## config.mk

```make
export PLATFORM = sky130hd
export DESIGN_NAME = sensor_status_diagnostic_regs
export DESIGN_NICKNAME = d
export VERILOG_FILES = /design/src/hw/status_regs_pkg.sv /design/src/hw/sensor_status_diagnostic_regs.sv
export VERILOG_INCLUDE_DIRS = /design/src /design/src/hw
export SDC_FILE = /design/constraint.sdc
export NUM_CORES = 1
export LEC_CHECK = 0
export BUFFER_PORTS_ARGS = -buffer_cell sky130_fd_sc_hd__buf_2
export CAP_MARGIN = 20
export CORE_MARGIN = 8
export CORE_UTILIZATION = 45
export CTS_BUF_LIST = sky130_fd_sc_hd__clkbuf_16
export DETAILED_ROUTE_END_ITERATION = 8
export GPL_ROUTABILITY_DRIVEN = 0
export PLACE_DENSITY = 0.81
export SLEW_MARGIN = 20
export SYNTH_ARGS = -nofsm -noshare
export SYNTH_HDL_FRONTEND = slang
export SYNTH_SLANG_ARGS = --single-unit
```

## constraint.sdc

```tcl
create_clock -name clk_sys -period 1.6 [get_ports clk_sys]
set_input_delay 0.08 -clock clk_sys [delete_from_list [all_inputs] [get_ports clk_sys]]
set_output_delay 0.08 -clock clk_sys [all_outputs]
set_load 0.03 [all_outputs]
```

## src/hw/status_regs_cfg.svh

```systemverilog
`ifndef STATUS_REGS_CFG_SVH
`define STATUS_REGS_CFG_SVH
// ---------------------------------------------
// register offsets
// ---------------------------------------------
`define OFS_FAULT_IRQ3 7'h6d
`define OFS_EXC_COUNT 7'h6e
`define OFS_NVM_ECC 7'h70
`define OFS_REVISION 7'h73
`define OFS_GAIN_CODE 7'h78
`define OFS_SELFTEST 7'h79
// ---------------------------------------------
// field positions
// ---------------------------------------------
`define BIT_OSC_FAIL 2
`define BIT_COIL_FAIL 1
`define BIT_BIST_FAIL 0
`define BIT_ECC_DOUBLE 10
`define BIT_ECC_SINGLE 9
`define BIT_SELFTEST_TOP 8
// ---------------------------------------------
// reset values and timing
// ---------------------------------------------
`define RST_WORD 16'h0000
`define EXC_HZ_PER_UNIT 20000
`endif

```

## src/hw/status_regs_pkg.sv

```systemverilog
package status_regs_pkg;
    // ---------------------------------------------
    // grouped status carriers
    // ---------------------------------------------
    typedef struct packed {
        logic osc_fail;
        logic coil_fail;
        logic bist_fail;
    } fault_evt_t;

    typedef struct packed {
        logic double_err;
        logic single_err;
        logic [3:0] vendor_diag;
        logic [4:0] fail_addr;
    } ecc_evt_t;

    typedef struct packed {
        logic secded_fail;
        logic irq_state_fail;
        logic resonator_monitor_test_fail;
        logic gain_cmp_fail;
        logic fsm_detect_fail;
        logic current_cmp_fail;
        logic vcm_cmp_fail;
        logic second_group_test_fail;
        logic first_group_test_fail;
    } selftest_t;

    typedef struct packed {
        logic [6:0] addr;
        logic wr;
        logic rd;
    } reg_req_t;
endpackage

```

## src/hw/sensor_status_diagnostic_regs.sv

```systemverilog
// Contract
// - bit 2 of 0x6D flags oscillator failure
// - bit 1 flags transmitter coil fault
// - bit 0 flags fault-detection self test failure
// - 11-bit excitation count at 0x6E, resets zero
// - count unit equals 20000 Hz by default
// - bit 10 of 0x70 flags double error
// - bit 9 of 0x70 flags corrected error
// - bits 4:0 hold last failing address
// - bits 8:5 vendor diagnostics, not relied on
// - 0x73 bits 7:4 give product version
// - 0x73 bits 3:0 give product subversion
// - 0x78 bits 6:0 give current gain code
// - 0x79 bit 8 flags checker test failure
// - bit 7 flags interrupt-state test failure
// - bit 6 flags resonator monitor test failure
// - bits 5,3,2 flag comparator test failures
// - bit 4 flags state-machine detection failure
// - bit 1 flags second group failure
// - bit 0 flags first group failure
// - writes rejected, transfer-failure flag raised
`timescale 1ns/10ps
`include "status_regs_cfg.svh"

module sensor_status_diagnostic_regs
    import status_regs_pkg::*;
#(
    parameter int COUNT_W = 11,
    parameter int GAIN_W = 7,
    parameter logic [3:0] PROD_VERSION = 4'h5,    // arbitrary value
    parameter logic [3:0] PROD_SUBVERSION = 4'h9  // arbitrary value
) (
    input wire logic clk_sys,
    input wire logic sys_rst,
    input wire reg_req_t req,
    output logic [15:0] rd_data,
    output logic rd_valid,
    output logic transfer_fail,
    input wire fault_evt_t fault_evt,
    input wire logic [COUNT_W-1:0] exc_count,
    input wire logic exc_count_valid,
    input wire ecc_evt_t ecc_evt,
    input wire logic ecc_evt_valid,
    input wire logic [GAIN_W-1:0] gain_code,
    input wire selftest_t selftest
);
    // the word layout below is built for these widths only
    if (COUNT_W != 11 || GAIN_W != 7) begin : g_bad_width
        $error("field widths fixed by register layout");
    end

    // ---------------------------------------------
    // status storage
    // ---------------------------------------------
    fault_evt_t fault_q;
    logic [COUNT_W-1:0] count_q;
    ecc_evt_t ecc_q;
    logic [GAIN_W-1:0] gain_q;
    selftest_t selftest_q;

    always_ff @(posedge clk_sys or posedge sys_rst) begin
        if (sys_rst) begin
            fault_q <= '0;
            count_q <= '0;
            ecc_q <= '0;
            gain_q <= '0;
            selftest_q <= '0;
        end else begin
            fault_q <= fault_evt;
            gain_q <= gain_code;
            selftest_q <= selftest;
            if (exc_count_valid) begin
                count_q <= exc_count;
            end
            if (ecc_evt_valid) begin
                ecc_q <= ecc_evt;
            end
        end
    end

    // ---------------------------------------------
    // read decode
    // ---------------------------------------------
    wire hit_irq = req.addr == `OFS_FAULT_IRQ3;
    wire hit_cnt = req.addr == `OFS_EXC_COUNT;
    wire hit_ecc = req.addr == `OFS_NVM_ECC;
    wire hit_rev = req.addr == `OFS_REVISION;
    wire hit_gain = req.addr == `OFS_GAIN_CODE;
    wire hit_st = req.addr == `OFS_SELFTEST;
    wire hit_any = hit_irq | hit_cnt | hit_ecc | hit_rev | hit_gain | hit_st;
    // reserved bits read as zero, one legal choice of "unspecified"
    wire [15:0] word_irq = {13'h0000, fault_q};
    wire [15:0] word_cnt = {5'h00, count_q};
    wire [15:0] word_ecc = {5'h00, ecc_q};
    wire [15:0] word_rev = {8'h00, PROD_VERSION, PROD_SUBVERSION};
    wire [15:0] word_gain = {9'h000, gain_q};
    wire [15:0] word_st = {7'h00, selftest_q};
    logic [15:0] word_sel;
    always_comb begin
        if (hit_irq) begin
            word_sel = word_irq;
        end else if (hit_cnt) begin
            word_sel = word_cnt;
        end else if (hit_ecc) begin
            word_sel = word_ecc;
        end else if (hit_rev) begin
            word_sel = word_rev;
        end else if (hit_gain) begin
            word_sel = word_gain;
        end else if (hit_st) begin
            word_sel = word_st;
        end else begin
            word_sel = `RST_WORD;
        end
    end

    always_ff @(posedge clk_sys or posedge sys_rst) begin
        if (sys_rst) begin
            rd_data <= `RST_WORD;
            rd_valid <= 1'b0;
            transfer_fail <= 1'b0;
        end else begin
            rd_data <= req.rd ? word_sel : rd_data;
            rd_valid <= req.rd;
            transfer_fail <= req.wr & hit_any;
        end
    end

    // ---------------------------------------------
    // self-test bit checks
    // ---------------------------------------------
    for (genvar i = 0; i < 9; i++) begin : g_st_bit

    end
endmodule // sensor_status_diagnostic_regs

```

-- Word level (Yosys, flattened, before mapping)
Cells that the tools add are included.
- register bits after elaboration: 59
- word-level logic and storage cells: 39
- eq/ne operators: 6
- muxes and demuxes: 6
- bitwise operators: 6
- operators by type and width (kind ; count):
    $eq 7x7->1 const B ; 6
    $mux 11 ; 3
    $mux 9 ; 3
    $or 1x1->1 ; 5
    $and 1x1->1 ; 1

-- Longest topological paths before layout
Gate-level depths: netlist (run 1).
- depth in word-level cells: 7
- depth in mapped cells: 6
- depth with buffers taken out: 4

-- Least setup slack after synthesis (run 1)
OpenSTA, ideal clock, no wires.
- path type: input port to flip-flop
- from: input port req[2] (netlist bit)
- to: register rd_data[3]
- arrival time: 1.057 ns
- data required time: 1.523 ns
- path slack: 0.466 ns
- stages on the path: 5
- path buffers: 1
- cell sequence: buf_6 nor2b_1 or4_4 o21a_1 o21ai_1
- word-level cells in the longest chain between the ends: 7
- ends and longest elaborated chain (item ; RTL line ; RTL):
    start: declaration ; sensor_status_diagnostic_regs.sv:35 ; input wire reg_req_t req,
    $eq 7x7->1 (no source line) ; -- ;
    $mux 9 ; sensor_status_diagnostic_regs.sv:110 ; end else if (hit_st) begin
    $mux 9 ; sensor_status_diagnostic_regs.sv:108 ; end else if (hit_gain) begin
    $mux 9 ; sensor_status_diagnostic_regs.sv:106 ; end else if (hit_rev) begin
    $mux 11 ; sensor_status_diagnostic_regs.sv:104 ; end else if (hit_ecc) begin
    $mux 11 ; sensor_status_diagnostic_regs.sv:102 ; end else if (hit_cnt) begin
    $mux 11 * ; sensor_status_diagnostic_regs.sv:100 ; if (hit_irq) begin
    end signal: assignment ; sensor_status_diagnostic_regs.sv:119 ; rd_data <= `RST_WORD;
    end signal: assignment ; sensor_status_diagnostic_regs.sv:123 ; rd_data <= req.rd ? word_sel : rd_data;
    end: declaration ; sensor_status_diagnostic_regs.sv:36 ; output logic [15:0] rd_data,
Mark *: on every way between the ends. The rest lies on a longest branch, timed or not.
A chain may end at the register's enable or synchronous reset.

-- Worst setup path after layout (run 1)
- from: register ecc_q[0] (netlist name)
- to: register rd_data[0]
- word-level cells in the longest chain between the ends: 3
- ends and longest elaborated chain (item ; RTL line):
    $mux 11 ; sensor_status_diagnostic_regs.sv:104
    $mux 11 ; sensor_status_diagnostic_regs.sv:102
    $mux 11 ; sensor_status_diagnostic_regs.sv:100
Every way passes these cells.

==> impl_results.md, run 1 <==
- Outcome: finished, final reports clean
- Peak supply drop: 0.537 mV
- Post-CTS setup buffer count: 0
- Final Hold Fails: 0
- Syn Area/Cell: 12.7 um^2
- Clock slew at reported path FFs: 60 ps
- H-tree depth: 2
- Crit path max-delay family: compound AO/OA/AOI/OAI gates
- Hold Slack: 20.4 ps
- Most frequent cell after synthesis: dfrtp_1
- Highest net fanout along the worst path: 2
- Drt wl/cell: 16.2 um
- CTS root buf: clkbuf_16
- Synth Cell Area: 0.00241 mm^2
- Worst-Skew Late Latency: 290 ps
- Setup TNS: 0 ps
- Max-slew headroom: 0.646
- DR pass1 iterations: 4
- Mapped Cells: 189
- Sequential fraction of the synthesis area: 0.562
- Final Cycle Share: 0.744
- TritonCTS clock tree: yes
- Cell Rows: 26
- Final setup skew: 6.01 ps
- Largest stage delay on the critical path: 340 ps
- Leakage: 1.40 nW
- Top Ports: 72
- Initial Utilization: 0.468
- Worst setup EP type: flip-flop
- Synth Warn #: 0
- ANT cells: 0
- Largest cells by area after synthesis: dfrtp_1 (56%), mux2_2 (10%), o21a_1 (3.4%)
- Core Box Area: 0.00514 mm^2
- Initial antenna violation count: 0
- Ys flop type: dfrtp_1
- Total of max-cap violations: 0
- Clock sinks: 54
- Crit path DAT: 1380 ps
- CTS Buffer Depth: 2
- Post-layout util: 0.606
- Ys async rst share: 1.00
- Vias in the first global route: 1879
- Hold crit path type: in -> reg
- Final ANT Viol Nets: 0
- Synth-to-Final Area Change: 29.4%
- DRT Wirelength: 5.58 mm
- CTS buffer count: 5
- Total gr overflow: 0
- GRT Overall Usage: 0.151
- Die height: 89.1 um
- 1st-iter DRT viols: 69
- CP max-delay cell: dfrtp_1
- RSZ-0062 raised after global routing: false
- Startpoint types: flip-flop
- DPL Wire Length: 4.06 mm
- Die width: 89.1 um
- Die ar.: 0.00794 mm^2
- Critical-path cell list: nor4b_1 -> a31oi_1 -> a21o_1 -> a221oi_2
- Setup CP Type: reg -> reg
- Min cycle time layout: 1190 ps
- Slew Viols, Final: 0
- Ratio of cells with drive above 1 in the final layout: 0.394
- Power Density: 930 mW/mm^2
- Slew @ Worst Pin: 527 ps
- Peak Freq: 841 MHz
- Final Instance Area: 0.00311 mm^2
- Seq cells post-synth: 54
- Area leader, netlist: dfrtp_1
- Nets: 327
- Largest net degree at the start of global routing: 32
- DRC: 0
- Final setup fails: 0
- First-pass GRT wire length: 9.04 mm
- Buf+Inv Stages, Crit Path: 0
- Synth cell types: 46
- Routed vias/inst: 5.26
- Area after DPL: 0.00278 mm^2
- Vias: 1808
- Top cell type's share of synthesized area: 0.562
- Number of synthesized flops with an enable pin: 0
- CP required: 1790 ps
- Commonest cells in the netlist: dfrtp_1 (54), mux2_2 (22), o21a_1 (11)
- Port buffer count: 66
[power by group]
group	internal (mW)	switching, mW
logic	0.190	0.203
clock network	0.566	0.434
registers	1.46	0.0455
total	2.21	0.683
[path summary, 6_finish.rpt]
path / slack, ps / cells after the start / start / to
setup reg to reg: 410 / 4 / ecc_q[0]$_DFFE_PP0P_ / rd_data[0]$_DFFE_PP0P_
max in group asynchronous: 680 / 4 / sys_rst / rd_data[1]$_DFFE_PP0P_
min in group asynchronous: 380 / 3 / sys_rst / ecc_q[2]$_DFFE_PP0P_
hold reg to reg: 510 / 2 / fault_q[2]$_DFF_PP0_ / rd_data[2]$_DFFE_PP0P_
setup / recovery: 410 / 4 / ecc_q[0]$_DFFE_PP0P_ / rd_data[0]$_DFFE_PP0P_
hold / removal: 20 / 2 / exc_count[6] / count_q[6]$_DFFE_PP0P_
[worst reg2reg max path, delay by kind of cell (launching register included)]
family	cells	cell delay, ps
simple gates	1	250
compound gates	3	510
flops	1	340
[state kept, by name, indices dropped and copies added (netlist names)]
register / count
count_q: 11
ecc_q: 11
fault_q: 3
gain_q: 7
rd_data: 11
rd_valid: 1
selftest_q: 9
transfer_fail: 1
[layer usage]
layer / vias up / routed length, um / GRT usage
li1: 864 / - / -
met1: 867 / 2360 / 0.187
met2: 69 / 2650 / 0.238
met3: 8 / 508 / 0.0506
met4: 0 / 64 / 0.0544
met5: - / 0 / 0
[cell families after synthesis]
kind of cell | share of synthesized area
multiplexers | 0.120
AO/OA/AOI/OAI | 0.153
AND/OR/NAND/NOR | 0.116
flip-flops | 0.562
buffers and inverters | 0.0484
other | 0.00156
[per-stage QoR]
step           setup slack (ps)  instances  power [mW]
6_report                    410        344        2.90
5_1_grt                     334        344        3.02
4_1_cts                     402        344        2.93
3_5_place_dp                241        316        1.89
3_3_place_gp                279        316        1.87
2_1_floorplan               205        193        1.76
[timing repair]
| action | CTS | global route |
|---|---|---|
| endpoints found under the hold margin | 42 | 0 |
| hold buffers | 20 | 0 |
| resized for setup | 0 | 0 |
[layout by cell type, fill, tap and decap left out, types with 3 or more instances in the layout]
master	synthesis	routed
a21oi_1	3	3
a221oi_1	4	4
a22oi_1	3	3
a31oi_1	6	6
buf_2	3	66
clkbuf_16	0	5
conb_1	1	5
dfrtp_1	54	54
dlygate4sd3_1	0	20
inv_1	4	4
mux2_2	22	22
mux2i_1	4	4
nand4bb_1	3	3
nor2_1	4	4
nor2b_1	7	7
o21a_1	11	11
o21ai_0	4	4
o21ai_1	5	5
o221ai_1	4	4
[area by class of cell]
| cell class | count | area, um^2 |
|---|---|---|
| fillers | 436 | 2030 |
| flip-flops and latches | 54 | 1350 |
| multi-input cells | 118 | 953 |
| repair buffers | 89 | 566 |
| clock buffers | 5 | 125 |
| well taps | 70 | 87.6 |
| inverters | 5 | 18.8 |
| clock inverters | 3 | 12.5 |
(Power assumes the default switching activity.)
==> inputs of run 2 (changes only) <==
Clock period 1.6 ns to 1.1 ns, I/O delays scaled along.
==> impl_results.md, run 2 (synthesis gave the netlist of run 1 again) <==
- CTS root buf: clkbuf_16 (unchanged)
- Cell Rows: 26 (unchanged)
- Buf+Inv Stages, Crit Path: 0 (unchanged)
- Min cycle time layout: 1170 ps (was 1190 ps)
- Final Cycle Share: 1.06 (was 0.744)
- Area after DPL: 0.00295 mm^2 (was 0.00278 mm^2)
- Total gr overflow: 0 (unchanged)
- Core Box Area: 0.00514 mm^2 (unchanged)
- Clock slew at reported path FFs: 70 ps (was 60 ps)
- Initial antenna violation count: 0 (unchanged)
- First-pass GRT wire length: 9.93 mm (was 9.04 mm)
- DRC: 0 (unchanged)
- Port buffer count: 66 (unchanged)
- Worst setup EP type: flip-flop (unchanged)
- Outcome: complete, but fails checks (was finished, final reports clean)
- Post-CTS setup buffer count: 0 (unchanged)
- CTS buffer count: 5 (unchanged)
- Crit path max-delay family: compound AO/OA/AOI/OAI gates (unchanged)
- Power Density: 1330 mW/mm^2 (was 930 mW/mm^2)
- Clock sinks: 54 (unchanged)
- Nets: 361 (was 327)
- Commonest non-fill, non-tap cell in the layout: buf_2 (unchanged)
- Slew Viols, Final: 0 (unchanged)
- Startpoint types: flip-flop (unchanged)
- Synth-to-Final Area Change: 44.0% (was 29.4%)
- Largest stage delay on the critical path: 330 ps (was 340 ps)
- RSZ-0062 raised after global routing: true (was false)
- Routed vias/inst: 5.12 (was 5.26)
- CP required: 1300 ps (was 1790 ps)
- ANT cells: 0 (unchanged)
- DR pass1 iterations: 4 (unchanged)
- Vias: 1935 (was 1808)
- Ratio of cells with drive above 1 in the final layout: 0.432 (was 0.394)
- Final setup fails: 1 (was 0)
- Total of max-cap violations: 0 (unchanged)
- R2r startpoint: selftest_q[0]$_DFF_PP0_ (was ecc_q[0]$_DFFE_PP0P_)
- Leakage: 1.56 nW (was 1.40 nW)
- CP max-delay cell: dfrtp_1 (unchanged)
- Die ar.: 0.00794 mm^2 (unchanged)
- R2R depth: 4 (unchanged)
- Failing checks: setup timing
- Top Ports: 72 (unchanged)
- Initial Utilization: 0.468 (unchanged)
- Hold crit path type: in -> reg (unchanged)
- Reg2reg end: rd_data[0]$_DFFE_PP0P_ (unchanged)
- Worst reg2reg setup slack: -70 ps (was 410 ps)
- Crit path DAT: 1370 ps (was 1380 ps)
- Setup CP Type: reg -> reg (unchanged)
- Final Instance Area: 0.00346 mm^2 (was 0.00311 mm^2)
- Final ANT Viol Nets: 0 (unchanged)
- Largest net degree at the start of global routing: 26 (was 32)
- CTS Buffer Depth: 2 (unchanged)
- Setup WS post-layout: -67.3 ps (was 410 ps)
- Highest net fanout along the worst path: 1 (was 2)
- Biggest regs: count_q (11), ecc_q (11), rd_data (11) (unchanged)
- Vias in the first global route: 2074 (was 1879)
- Final setup skew: 3.67 ps (was 6.01 ps)
- Peak supply drop: 0.676 mV (was 0.537 mV)
- DPL Wire Length: 4.43 mm (was 4.06 mm)
- DRT Wirelength: 6.08 mm (was 5.58 mm)
- Worst-Skew Late Latency: 290 ps (about the same)
- TritonCTS clock tree: yes (unchanged)
- Final Hold Fails: 0 (unchanged)
- Die width: 89.1 um (unchanged)
- Post-layout util: 0.674 (was 0.606)
- WHS Endpoint: count_q[5]$_DFFE_PP0P_ (was count_q[6]$_DFFE_PP0P_)
- 1st-iter DRT viols: 89 (was 69)
- Hold_sp: exc_count[5] (was exc_count[6])
- Critical-path cell list: mux2i_1 -> or3_1 -> a21o_1 -> a221oi_2 (was nor4b_1 -> a31oi_1 -> a21o_1 -> a221oi_2)
- Most frequent cells in the layout: buf_2 (66), dfrtp_1 (54), dlygate4sd3_1 (34) (was buf_2 (66), dfrtp_1 (54), mux2_2 (22))
- Hold Slack: 3.46 ps (was 20.4 ps)
- Peak Freq: 857 MHz (was 841 MHz)
- Drt wl/cell: 16.1 um (was 16.2 um)
- Die height: 89.1 um (unchanged)
- GRT Overall Usage: 0.163 (was 0.151)
- Hold Path Depth: 2 (unchanged)
- H-tree depth: 2 (unchanged)
-- run 2: final cells by class --
class | instances | area (um^2)
fillers | 410 | 1680
flip-flops and latches | 54 | 1350
multi-input cells | 118 | 970
repair buffers | 123 | 868
clock buffers | 5 | 125
well taps | 70 | 87.6
clock inverters | 3 | 40.0
inverters | 5 | 22.5
-- run 2: what timing repair did --
item | 4_1_cts | 5_1_grt
endpoints found under the setup margin | 1 | 2
resized for setup | 0 | 2
pin swaps | 1 | 2
hold buffers | 34 | 0
endpoints found under the hold margin | 47 | 0
gates cloned | 0 | 0
-- run 2: worst max path at each step --
stage	cells past startpoint	to	startpoint
floorplan	4	rd_data[3]$_DFFE_PP0P_	req[5]
global placement	5	rd_data[4]$_DFFE_PP0P_	req[4]
detailed placement	5	rd_data[3]$_DFFE_PP0P_	req[4]
CTS	4	rd_data[0]$_DFFE_PP0P_	selftest_q[0]$_DFF_PP0_
global route	4	rd_data[0]$_DFFE_PP0P_	selftest_q[0]$_DFF_PP0_
finish	4	rd_data[0]$_DFFE_PP0P_	selftest_q[0]$_DFF_PP0_
-- run 2: stage by stage --
| step | setup TNS, ps | total power [mW] | instances | worst slack (ps) |
|---|---|---|---|---|
| floorplan | -19.5 | 2.56 | 193 | -5.64 |
| global placement | -1060 | 2.78 | 336 | -129 |
| detailed placement | -1310 | 2.80 | 336 | -196 |
| CTS | -78.0 | 4.64 | 378 | -78.0 |
| global route | -133 | 4.77 | 378 | -133 |
| finish | -67.3 | 4.61 | 378 | -67.3 |
-- run 2: routing by layer --
metal | GRT usage | routed length, um | up-vias
met5 | 0 | 0 | -
met4 | 0.0498 | 69 | 0
met3 | 0.0404 | 441 | 6
met2 | 0.271 | 2930 | 64
met1 | 0.204 | 2640 | 938
li1 | - | - | 927
-- run 2: where the power goes --
group / internal (mW) / total (mW) / switching [mW]
combinational: 0.354 / 0.672 / 0.319
sequential: 2.12 / 2.19 / 0.0705
clock: 1.07 / 1.75 / 0.681
